### config.mk
export PLATFORM = sky130hd
export DESIGN_NAME = jrxcfg_top
export DESIGN_NICKNAME = d
export VERILOG_FILES = /design/src/hdl/jrxcfg_pkg.sv /design/src/hdl/jrxcfg_top.sv
export VERILOG_INCLUDE_DIRS = /design/src /design/src/hdl
export SDC_FILE = /design/constraint.sdc
export NUM_CORES = 1
export LEC_CHECK = 0
export ABC_CLOCK_PERIOD_IN_PS = 5130
export BUFFER_PORTS_ARGS = -buffer_cell sky130_fd_sc_hd__buf_2
export CAP_MARGIN = 15
export CORE_AREA = 5 5 132 134
export DETAILED_ROUTE_END_ITERATION = 8
export DIE_AREA = 0 0 137 139
export PLACE_DENSITY = 0.74
export SLEW_MARGIN = 20
export SYNTH_ARGS = -nofsm -noshare
export SYNTH_HDL_FRONTEND = slang
export SYNTH_SLANG_ARGS = --single-unit
### constraint.sdc
create_clock -name clock -period 5.13 [get_ports clock]
set_clock_uncertainty 0.2 [all_clocks]
set_input_delay 1.026 -clock clock [delete_from_list [all_inputs] [get_ports clock]]
set_output_delay 1.026 -clock clock [all_outputs]
set_load 0.02 [all_outputs]
### src/hdl/jrxcfg_map.svh
// register offsets, field positions, reset values and frame counts of the receive link configuration bank
`ifndef JRXCFG_MAP_SVH
`define JRXCFG_MAP_SVH

`define JRXCFG_ADDR_W          15
`define JRXCFG_INSTR_BITS      5'h10
`define JRXCFG_DATA_BITS       4'h8

`define JRXCFG_OFS_LANE_SCR    15'h0453
`define JRXCFG_OFS_OPF_M1      15'h0454
`define JRXCFG_OFS_FPMF        15'h0455
`define JRXCFG_OFS_CONV        15'h0456
`define JRXCFG_OFS_CS_RES      15'h0457
`define JRXCFG_OFS_SUB_NP      15'h0458
`define JRXCFG_OFS_VER_SPF     15'h0459
`define JRXCFG_OFS_HD_CF       15'h045A
`define JRXCFG_OFS_DESKEW      15'h046C
`define JRXCFG_OFS_OPF_DIRECT  15'h0476
`define JRXCFG_OFS_ENABLE      15'h047D

`define JRXCFG_RST_LANE_SCR    8'h03
`define JRXCFG_RST_OPF_M1      8'h00
`define JRXCFG_RST_FPMF        8'h1F
`define JRXCFG_RST_CONV        8'h00
`define JRXCFG_RST_CS_RES      8'h0F
`define JRXCFG_RST_SUB_NP      8'h0F
`define JRXCFG_RST_VER_SPF     8'h21
`define JRXCFG_RST_HD_CF       8'h80
`define JRXCFG_RST_DESKEW      8'hFF
`define JRXCFG_RST_OPF_DIRECT  8'h01
`define JRXCFG_RST_ENABLE      8'hFF

`define JRXCFG_SCR_BIT         7
`define JRXCFG_HD_BIT          7
`define JRXCFG_RES_16          5'h0F
`define JRXCFG_NP_16           5'h0F
`define JRXCFG_VER_B           3'h1
`define JRXCFG_K_16_M1         5'h0F

`endif

### src/hdl/jrxcfg_pkg.sv
// types shared by the receive link configuration bank
package jrxcfg_pkg;

    typedef enum logic [1:0] {
        JRXCFG_ST_INSTR,
        JRXCFG_ST_DATA,
        JRXCFG_ST_DONE
    } jrxcfg_spi_e;

    typedef struct packed {
        logic       descramble_en;
        logic [5:0] lanes_per_link;
        logic [8:0] octets_per_frame;
        logic [5:0] frames_per_mf;
        logic [8:0] converters;
        logic       subclass1;
        logic [5:0] samples_per_frame;
        logic       high_density;
    } jrxcfg_link_s;

endpackage

### src/hdl/jrxcfg_top.sv
// serial-port configuration register bank and parameter decode for the receive deframer
//
// Functional notes
// - lane-count register bit 7 zero disables descrambling, one enables it
// - five-bit lane field is lane count minus one
// - octets-per-frame register is octet count minus one
// - frames-per-multiframe field is count minus one; sixteen only with two-octet frames
// - converters-per-link register must be zero, meaning one converter
// - control bits must be zero, resolution field must be 0x0F
// - subclass field selects subclass 0 or 1; sample width field must be 0xF
// - version field must be 1; samples-per-frame field is count minus one
// - high-density bit set for one-octet frames; control words field zero
// - deskew mask holds one bit per logical lane, all eight in mode 10
// - mode 12 uses masks 0x33: lanes 0, 1, 4, 5
// - mode 13 uses masks 0x11: lanes 0 and 4
// - second octets-per-frame register holds the octet count directly
// - receiver counts differ from transmitter's; transmitter uses true counts
// - mask bit one deskews or enables that lane, zero marks it unused
// - on the second link, link lane x is logical lane x plus four
`timescale 1ns/10ps
`default_nettype none
`include "jrxcfg_map.svh"

module jrxcfg_top
    import jrxcfg_pkg::*;
#(
    parameter int NUM_REGS  = 11,
    parameter int NUM_LANES = 8
) (
    input  wire logic                   clock,
    input  wire logic                   rst_n,
    input  wire logic                   spi_cs_n,
    input  wire logic                   spi_sclk,
    input  wire logic                   spi_sdi,
    output var  logic                   spi_sdo_o,
    output var  logic                   spi_sdo_oe,
    input  wire logic                   link_sel,
    output var  jrxcfg_link_s           link_cfg,
    output var  logic [NUM_LANES-1:0]   deskew_lanes,
    output var  logic [NUM_LANES-1:0]   enabled_lanes,
    output var  logic [NUM_LANES/2-1:0] link_deskew,
    output var  logic [NUM_LANES/2-1:0] link_enable,
    output var  logic [3:0]             true_lane_count,
    output var  logic                   cfg_error
);

    localparam logic [`JRXCFG_ADDR_W-1:0] OFS [NUM_REGS] = '{
        `JRXCFG_OFS_LANE_SCR, `JRXCFG_OFS_OPF_M1, `JRXCFG_OFS_FPMF, `JRXCFG_OFS_CONV,
        `JRXCFG_OFS_CS_RES, `JRXCFG_OFS_SUB_NP, `JRXCFG_OFS_VER_SPF, `JRXCFG_OFS_HD_CF,
        `JRXCFG_OFS_DESKEW, `JRXCFG_OFS_OPF_DIRECT, `JRXCFG_OFS_ENABLE};
    localparam logic [7:0] RST [NUM_REGS] = '{
        `JRXCFG_RST_LANE_SCR, `JRXCFG_RST_OPF_M1, `JRXCFG_RST_FPMF, `JRXCFG_RST_CONV,
        `JRXCFG_RST_CS_RES, `JRXCFG_RST_SUB_NP, `JRXCFG_RST_VER_SPF, `JRXCFG_RST_HD_CF,
        `JRXCFG_RST_DESKEW, `JRXCFG_RST_OPF_DIRECT, `JRXCFG_RST_ENABLE};

    localparam int I_LANE = 0;
    localparam int I_OPF  = 1;
    localparam int I_FPMF = 2;
    localparam int I_CONV = 3;
    localparam int I_CSR  = 4;
    localparam int I_SUB  = 5;
    localparam int I_VER  = 6;
    localparam int I_HD   = 7;
    localparam int I_DSK  = 8;
    localparam int I_OPFD = 9;
    localparam int I_ENA  = 10;

    // serial port state
    jrxcfg_spi_e                state_reg;
    jrxcfg_spi_e                state_next;
    logic                       sclk_reg;
    logic                       sclk_next;
    logic [4:0]                 bit_cnt_reg;
    logic [4:0]                 bit_cnt_next;
    logic [15:0]                instr_reg;
    logic [15:0]                instr_next;
    logic [7:0]                 wdata_reg;
    logic [7:0]                 wdata_next;
    logic [7:0]                 rd_sr_reg;
    logic [7:0]                 rd_sr_next;
    logic                       sdo_reg;
    logic                       sdo_next;
    logic                       sdo_oe_reg;
    logic                       sdo_oe_next;

    // register bank
    logic [7:0]                 bank_reg  [NUM_REGS];
    logic [7:0]                 bank_next [NUM_REGS];

    // decoded outputs
    jrxcfg_link_s               cfg_reg;
    jrxcfg_link_s               cfg_next;
    logic [NUM_LANES-1:0]       dsk_reg;
    logic [NUM_LANES-1:0]       ena_reg;
    logic [NUM_LANES/2-1:0]     ldsk_reg;
    logic [NUM_LANES/2-1:0]     ldsk_next;
    logic [NUM_LANES/2-1:0]     lena_reg;
    logic [NUM_LANES/2-1:0]     lena_next;
    logic [3:0]                 tlc_reg;
    logic [3:0]                 tlc_next;
    logic                       err_reg;
    logic                       err_next;

    logic                       rise;
    logic                       fall;
    logic [`JRXCFG_ADDR_W-1:0]  addr;
    logic [NUM_REGS-1:0]        hit;
    logic [7:0]                 rdata;

    // sclk edges against its last sample; idle low matches reset, so no false edge
    assign rise = spi_sclk & ~sclk_reg & ~spi_cs_n;
    assign fall = ~spi_sclk & sclk_reg & ~spi_cs_n;
    assign addr = instr_reg[`JRXCFG_ADDR_W-1:0];

    // address decode, one comparator per register
    genvar gi;
    generate
        for (gi = 0; gi < NUM_REGS; gi++) begin : g_hit
            assign hit[gi] = (addr == OFS[gi]);
        end
    endgenerate

    // read mux; an unmapped address reads as zero
    always_comb begin
        rdata = 8'h00;
        for (int i = 0; i < NUM_REGS; i++) begin
            if (hit[i]) begin
                rdata = bank_reg[i];
            end
        end
    end

    // serial frame: 16-bit instruction (read flag, 15-bit address) then one data byte
    always_comb begin
        state_next   = state_reg;
        sclk_next    = spi_sclk;
        bit_cnt_next = bit_cnt_reg;
        instr_next   = instr_reg;
        wdata_next   = wdata_reg;
        rd_sr_next   = rd_sr_reg;
        sdo_next     = sdo_reg;
        sdo_oe_next  = sdo_oe_reg;
        for (int i = 0; i < NUM_REGS; i++) begin
            bank_next[i] = bank_reg[i];
        end
        if (spi_cs_n) begin
            state_next   = JRXCFG_ST_INSTR;
            bit_cnt_next = 5'h00;
            sdo_oe_next  = 1'b0;
        end else begin
            unique case (state_reg)
                JRXCFG_ST_INSTR: begin
                    if (rise) begin
                        instr_next   = {instr_reg[14:0], spi_sdi};
                        bit_cnt_next = bit_cnt_reg + 5'h01;
                        if (bit_cnt_reg == `JRXCFG_INSTR_BITS - 5'h01) begin
                            state_next   = JRXCFG_ST_DATA;
                            bit_cnt_next = 5'h00;
                        end
                    end
                end
                JRXCFG_ST_DATA: begin
                    if (instr_reg[15]) begin
                        if (fall) begin
                            sdo_oe_next = 1'b1;
                            sdo_next    = (bit_cnt_reg == 5'h00) ? rdata[7] : rd_sr_reg[7];
                            rd_sr_next  = (bit_cnt_reg == 5'h00) ? {rdata[6:0], 1'b0}
                                                                 : {rd_sr_reg[6:0], 1'b0};
                        end
                        if (rise) begin
                            bit_cnt_next = bit_cnt_reg + 5'h01;
                            if (bit_cnt_reg == 5'({1'b0, `JRXCFG_DATA_BITS}) - 5'h01) begin
                                state_next = JRXCFG_ST_DONE;
                            end
                        end
                    end else if (rise) begin
                        wdata_next   = {wdata_reg[6:0], spi_sdi};
                        bit_cnt_next = bit_cnt_reg + 5'h01;
                        // byte lands only with the eighth data bit; a cut frame writes nothing
                        if (bit_cnt_reg == 5'({1'b0, `JRXCFG_DATA_BITS}) - 5'h01) begin
                            state_next = JRXCFG_ST_DONE;
                            for (int i = 0; i < NUM_REGS; i++) begin
                                if (hit[i]) begin
                                    bank_next[i] = {wdata_reg[6:0], spi_sdi};
                                end
                            end
                        end
                    end
                end
                JRXCFG_ST_DONE: begin
                    if (fall) begin
                        sdo_oe_next = 1'b0;
                    end
                end
                default: begin
                    state_next = JRXCFG_ST_INSTR;
                end
            endcase
        end
    end

    always_ff @(posedge clock) begin
        if (!rst_n) begin
            state_reg   <= JRXCFG_ST_INSTR;
            sclk_reg    <= 1'b0;
            bit_cnt_reg <= 5'h00;
            instr_reg   <= 16'h0000;
            wdata_reg   <= 8'h00;
            rd_sr_reg   <= 8'h00;
            sdo_reg     <= 1'b0;
            sdo_oe_reg  <= 1'b0;
            for (int i = 0; i < NUM_REGS; i++) begin
                bank_reg[i] <= RST[i];
            end
        end else begin
            state_reg   <= state_next;
            sclk_reg    <= sclk_next;
            bit_cnt_reg <= bit_cnt_next;
            instr_reg   <= instr_next;
            wdata_reg   <= wdata_next;
            rd_sr_reg   <= rd_sr_next;
            sdo_reg     <= sdo_next;
            sdo_oe_reg  <= sdo_oe_next;
            for (int i = 0; i < NUM_REGS; i++) begin
                bank_reg[i] <= bank_next[i];
            end
        end
    end

    // parameter decode and consistency check
    always_comb begin
        cfg_next.descramble_en     = bank_reg[I_LANE][`JRXCFG_SCR_BIT];
        cfg_next.lanes_per_link    = {1'b0, bank_reg[I_LANE][4:0]} + 6'h01;
        cfg_next.octets_per_frame  = {1'b0, bank_reg[I_OPF]} + 9'h001;
        cfg_next.frames_per_mf     = {1'b0, bank_reg[I_FPMF][4:0]} + 6'h01;
        cfg_next.converters        = {1'b0, bank_reg[I_CONV]} + 9'h001;
        cfg_next.subclass1         = (bank_reg[I_SUB][7:5] == 3'h1);
        cfg_next.samples_per_frame = {1'b0, bank_reg[I_VER][4:0]} + 6'h01;
        cfg_next.high_density      = bank_reg[I_HD][`JRXCFG_HD_BIT];
        err_next = 1'b0;
        if (bank_reg[I_CONV] != 8'h00) begin
            err_next = 1'b1;
        end
        if (bank_reg[I_CSR][7:6] != 2'h0 || bank_reg[I_CSR][4:0] != `JRXCFG_RES_16) begin
            err_next = 1'b1;
        end
        if (bank_reg[I_SUB][7:5] > 3'h1 || bank_reg[I_SUB][4:0] != `JRXCFG_NP_16) begin
            err_next = 1'b1;
        end
        if (bank_reg[I_VER][7:5] != `JRXCFG_VER_B) begin
            err_next = 1'b1;
        end
        if (bank_reg[I_HD][4:0] != 5'h00 || bank_reg[I_HD][`JRXCFG_HD_BIT] != (bank_reg[I_OPF] == 8'h00)) begin
            err_next = 1'b1;
        end
        if (bank_reg[I_FPMF][4:0] == `JRXCFG_K_16_M1 && bank_reg[I_OPF] != 8'h01) begin
            err_next = 1'b1;
        end
        if ({1'b0, bank_reg[I_OPFD]} != {1'b0, bank_reg[I_OPF]} + 9'h001) begin
            err_next = 1'b1;
        end
        // transmitter's lane count is the population of the enable mask
        tlc_next = 4'h0;
        for (int i = 0; i < NUM_LANES; i++) begin
            tlc_next = tlc_next + {3'h0, bank_reg[I_ENA][i]};
        end
        // a lane is steered only where mask bit is one; modes 10, 12, 13 use 0xFF, 0x33, 0x11
        ldsk_next = link_sel ? bank_reg[I_DSK][7:4] : bank_reg[I_DSK][3:0];
        lena_next = link_sel ? bank_reg[I_ENA][7:4] : bank_reg[I_ENA][3:0];
    end

    always_ff @(posedge clock) begin
        if (!rst_n) begin
            cfg_reg  <= '0;
            dsk_reg  <= '0;
            ena_reg  <= '0;
            ldsk_reg <= '0;
            lena_reg <= '0;
            tlc_reg  <= 4'h0;
            err_reg  <= 1'b0;
        end else begin
            cfg_reg  <= cfg_next;
            dsk_reg  <= bank_reg[I_DSK];
            ena_reg  <= bank_reg[I_ENA];
            ldsk_reg <= ldsk_next;
            lena_reg <= lena_next;
            tlc_reg  <= tlc_next;
            err_reg  <= err_next;
        end
    end

    // every output comes straight from a register
    assign spi_sdo_o       = sdo_reg;
    assign spi_sdo_oe      = sdo_oe_reg;
    assign link_cfg        = cfg_reg;
    assign deskew_lanes    = dsk_reg;
    assign enabled_lanes   = ena_reg;
    assign link_deskew     = ldsk_reg;
    assign link_enable     = lena_reg;
    assign true_lane_count = tlc_reg;
    assign cfg_error       = err_reg;

endmodule

`default_nettype wire

# Yosys cells after proc, flatten, opt, wreduce, memory -nomap -nowiden
# Memories as Yosys holds them, arrays and structs flattened.
# Cells that the tools add are included.
# W data, S select, Z words.
[totals] regBits=109 mem_bits_rw=88 inputBits=6 wordCells=171 n_memories=1
[op_classes] addsub=13 order_cmp=1 eq_ne=30 muxes=64 bitwise=21 n_reduce_logical=19
[memory_table] memory="bank_reg" depth=11 word_bits=8 rd=11 rd_ports_with_merged_regs=0 wr=11 line_no="jrxcfg_top.sv:87" rtl="logic [7:0] bank_reg [NUM_REGS];"
[op_table] operator="$mux W88" n=5
[op_table] operator="$mux W8" n=34
[op_table] operator="$eq A15 B11 Y1 const B" n=11
[op_table] operator="$add A5 B1 Y6 const B" n=3
[op_table] operator="$add A8 B1 Y9 const B" n=2
[op_table] operator="$add A4 B1 Y4" n=4
[op_table] operator="$mux W5" n=3
[op_table] operator="$ne A2 B2 Y1 const B" n=7
[op_table] operator="$mux W1" n=13
[op_table] operator="$reduce_and A4 Y1" n=3
[op_table] operator="$or A1 B1 Y1" n=11
[op_table] operator="$eq A5 B4 Y1 const B" n=2
[op_table] operator="$ne A5 B4 Y1 const B" n=2
[op_table] operator="$pmux W5 S2" n=1
[op_table] operator="$ne A8 B9 Y1" n=1
[op_table] operator="$logic_not A8 Y1" n=1
[op_table] operator="$mux W2" n=4
[op_table] operator="$mux W4" n=2
[op_table] operator="$ne A8 B1 Y1 const B" n=1
[op_table] operator="$reduce_bool A8 Y1" n=1
[op_table] operator="$not A1 Y1" n=6
[op_table] operator="$pmux W2 S3" n=1
[op_table] operator="$reduce_and A3 Y1" n=2
[op_table] operator="$reduce_bool A2 Y1" n=3
[op_table] operator="20 further kinds" n=25

# Depth between registers and ports, before layout
[logic_depth] word_depth=13 mapped_depth=10 mapped_depth_nobuf=10

# Worst setup path after synthesis
# Ideal clock, no wire load.
[synth_path] path_type="input to register" from="in spi_cs_n" to="mem bank_reg[10][2] (netlist: bank_reg[0][82])" t_arrival_ns=2.951 slack_ns=1.850 path_stages=7 cell_sequence="or3b_4 > or4_4 > buf_6 > nor3_1 > buf_2 > mux2i_1 > nand2_1"
[synth_rtl] item="from (decl)" line_no="jrxcfg_top.sv:32" rtl="input wire logic spi_cs_n,"
[synth_rtl] item="to (decl)" line_no="jrxcfg_top.sv:87"

==> qor.csv <==
metric,value,unit
ys_ff_latch,196,
final_util,60.7,%
largest_reg_flops,88,
ys_seq_area_share,44.5,%
fill_cells,1390,
antenna_found_initial,0,
synth_area_leaders,"dfxtp_1 45%, mux2i_1 13%, nor2_1 5.7%",
cts_tree,done,
cp_slowest_cell,nor3_2,
die_height,139,um
slew_headroom,35.7,%
synth-main-ff-cell,dfxtp_1,
wl_per_cell,18.3,um
yosys.area.top_type,dfxtp_1,
tns,0,ns
dr.pass1.iters,7,
final_nets,999,
drt_iter0_drc,599,
pre_cts_ws,1.52,ns
synth_common_cells,"196 x dfxtp_1, 134 x nor2_1, 118 x mux2i_1",
fmax,317,MHz
rsz0062_at_grt,no,
layout-drive-gt1-share,13.9,%
cts.sinks,196,
gp_congestion,0.963,
hold_violations,0,
track_usage,23.6,%
fin_hold_ws,0.271,ns
num_rows,47,
status,completed,
avgSynthCellArea,9.31,sq um
grt.overflow.total,0,
multi_input_area,0.00452,sq mm
postRouteWirelength,22.1,mm
critPathMaxStageDelay,0.70,ns
grt_pass1_wl,35.6,mm
initial_utilization,54.5,%
synth_cell_types,69,
synth_most_common_cell,dfxtp_1,
cp_max_fo,9,
syn_inst,946,
yosys_warnings,0,
die_w,137,um
drc,0,
synth_fp_nets,970,
hold_path_class,flop to flop,
cap_violations,0,
syn_to_final_growth,11.5,%
cts_setup_buffers,0,
slew_violations,0,
setup.worst_path.start_class,input pin,
cts_resized,0,
critPathBufInv,1,
fin_area,0.00982,sq mm
synth-edff-count,0,
worstSetupPathType,input pin to flop,
root_buffer,clkbuf_16,
htreeDepth,4,
vias,6984,
grt_pass1_vias,6452,
diodes,0,
seq_area,0.00392,sq mm
die_area,0.0190,sq mm
setup_slack,1.97,ns
p_leak,4.20,nW
grt_max_degree,73,
pwr_density_cell,302,mW/mm^2
required,5.23,ns
dp_hpwl,14.9,mm
min_period,3.16,ns
vias_per_cell,5.78,
final_antenna_net_count,0,
synth_top_area_share,44.5,%
synth_area,0.00881,sq mm
port_buffers,75,
cts_buffers,17,
critPathArrivalTime,3.26,ns
clk_pin_slew,0.07,ns
cts_buffer_depth,2,
cp-end-kind,flop,
clk_latency,0.44,ns
async_flop_share,0,%
core-area,0.0162,sq mm
path_cells,buf_2 > or3b_4 > or4_4 > nor3_2 > mux2i_1 > nand2_1,
peakVddDrop,0.243,mV
placed_cell_area,0.00924,sq mm
period_share,61.6,%
setup-violations-final,0,
ios,76,
tightest_slew,0.963,ns
hold_buffers,0,
critPathTopFamily,simple AND/OR/NAND/NOR gates,
[routing by layer]
| layer | global-route usage (%) | vias up | wire length, um |
|---|---|---|---|
| met3 | 4.39 | 36 | 1440 |
| met5 | 0 | - | 0 |
| met1 | 34.4 | 3302 | 10200 |
| li1 | - | 3401 | - |
| met4 | 7.72 | 0 | 538 |
| met2 | 35.3 | 245 | 9960 |
[power by group]
part | switching, mW | leakage, nW | internal [mW] | total [mW]
Combinational | 0.0738 | 2.32 | 0.0307 | 0.104
Sequential | 0.00388 | 1.59 | 1.53 | 1.54
Clock | 0.622 | 0.283 | 0.697 | 1.32
[logic make-up after synthesis]
| family | synth area share [%] |
|---|---|
| AO/OA/AOI/OAI | 10.5 |
| XOR/XNOR | 2.68 |
| adder cells (fa/ha/maj) | 2.90 |
| buffers and inverters | 4.19 |
| flip-flops | 44.5 |
| multiplexers | 14.0 |
| AND/OR/NAND/NOR | 21.2 |
[worst reg2reg max path: stages, from the launching register on]
cell      delay [ns]
dfxtp_1         0.33
nor4b_1         0.81
nand4b_1        0.54
nor4_4          0.80
mux2i_1         0.27
nor2_1          0.05
[cells in the final DEF, fill, tap and decap left out, types with 6 or more instances in the layout]
| cell type | n |
|---|---|
| nor3_1 | 10 |
| mux2i_1 | 118 |
| and3_1 | 9 |
| nand2b_1 | 10 |
| and3b_1 | 7 |
| nand4_1 | 13 |
| o22ai_1 | 12 |
| o22a_1 | 9 |
| inv_1 | 23 |
| nor3b_1 | 6 |
| clkbuf_16 | 17 |
| nand2_1 | 57 |
| buf_4 | 7 |
| a211oi_1 | 7 |
| ha_1 | 14 |
| or3_1 | 11 |
| dfxtp_1 | 196 |
| and2_1 | 22 |
| a21oi_1 | 22 |
| xor2_1 | 16 |
| o21ai_0 | 19 |
| xnor2_1 | 11 |
| nand3_1 | 22 |
| nor2_1 | 134 |
| o211ai_1 | 9 |
| buf_2 | 75 |
| nor2b_1 | 16 |
[per-stage QoR]
stage          instances  power, mW
6_report            1208       2.96
5_1_grt             1208       3.06
4_1_cts             1208       2.98
3_5_place_dp        1176       1.68
3_3_place_gp        1176       1.68
2_1_floorplan        946       1.65
[path summary, 6_finish.rpt]
| path | startpoint | endpoint | slack [ns] | cells past startpoint |
|---|---|---|---|---|
| min reg2reg | rd_sr_reg[1] | rd_sr_reg[1] | 0.27 | 2 |
| max reg2reg | instr_reg[11] | bank_reg[0][27] | 2.01 | 5 |
| max | spi_cs_n | bank_reg[0][69] | 1.97 | 6 |
| min | rd_sr_reg[1] | rd_sr_reg[1] | 0.27 | 2 |
[cell type report]
class                      instances  area share (%)
multi-input combinational        654            46.0
clock buffer                      18            4.47
sequential                       196            40.0
timing repair buffer              82            4.36
clock inverter                    14            1.48
inverter                          24           0.930
tap                              220            2.80
Note: power is estimated with default switching activity, not from simulation.
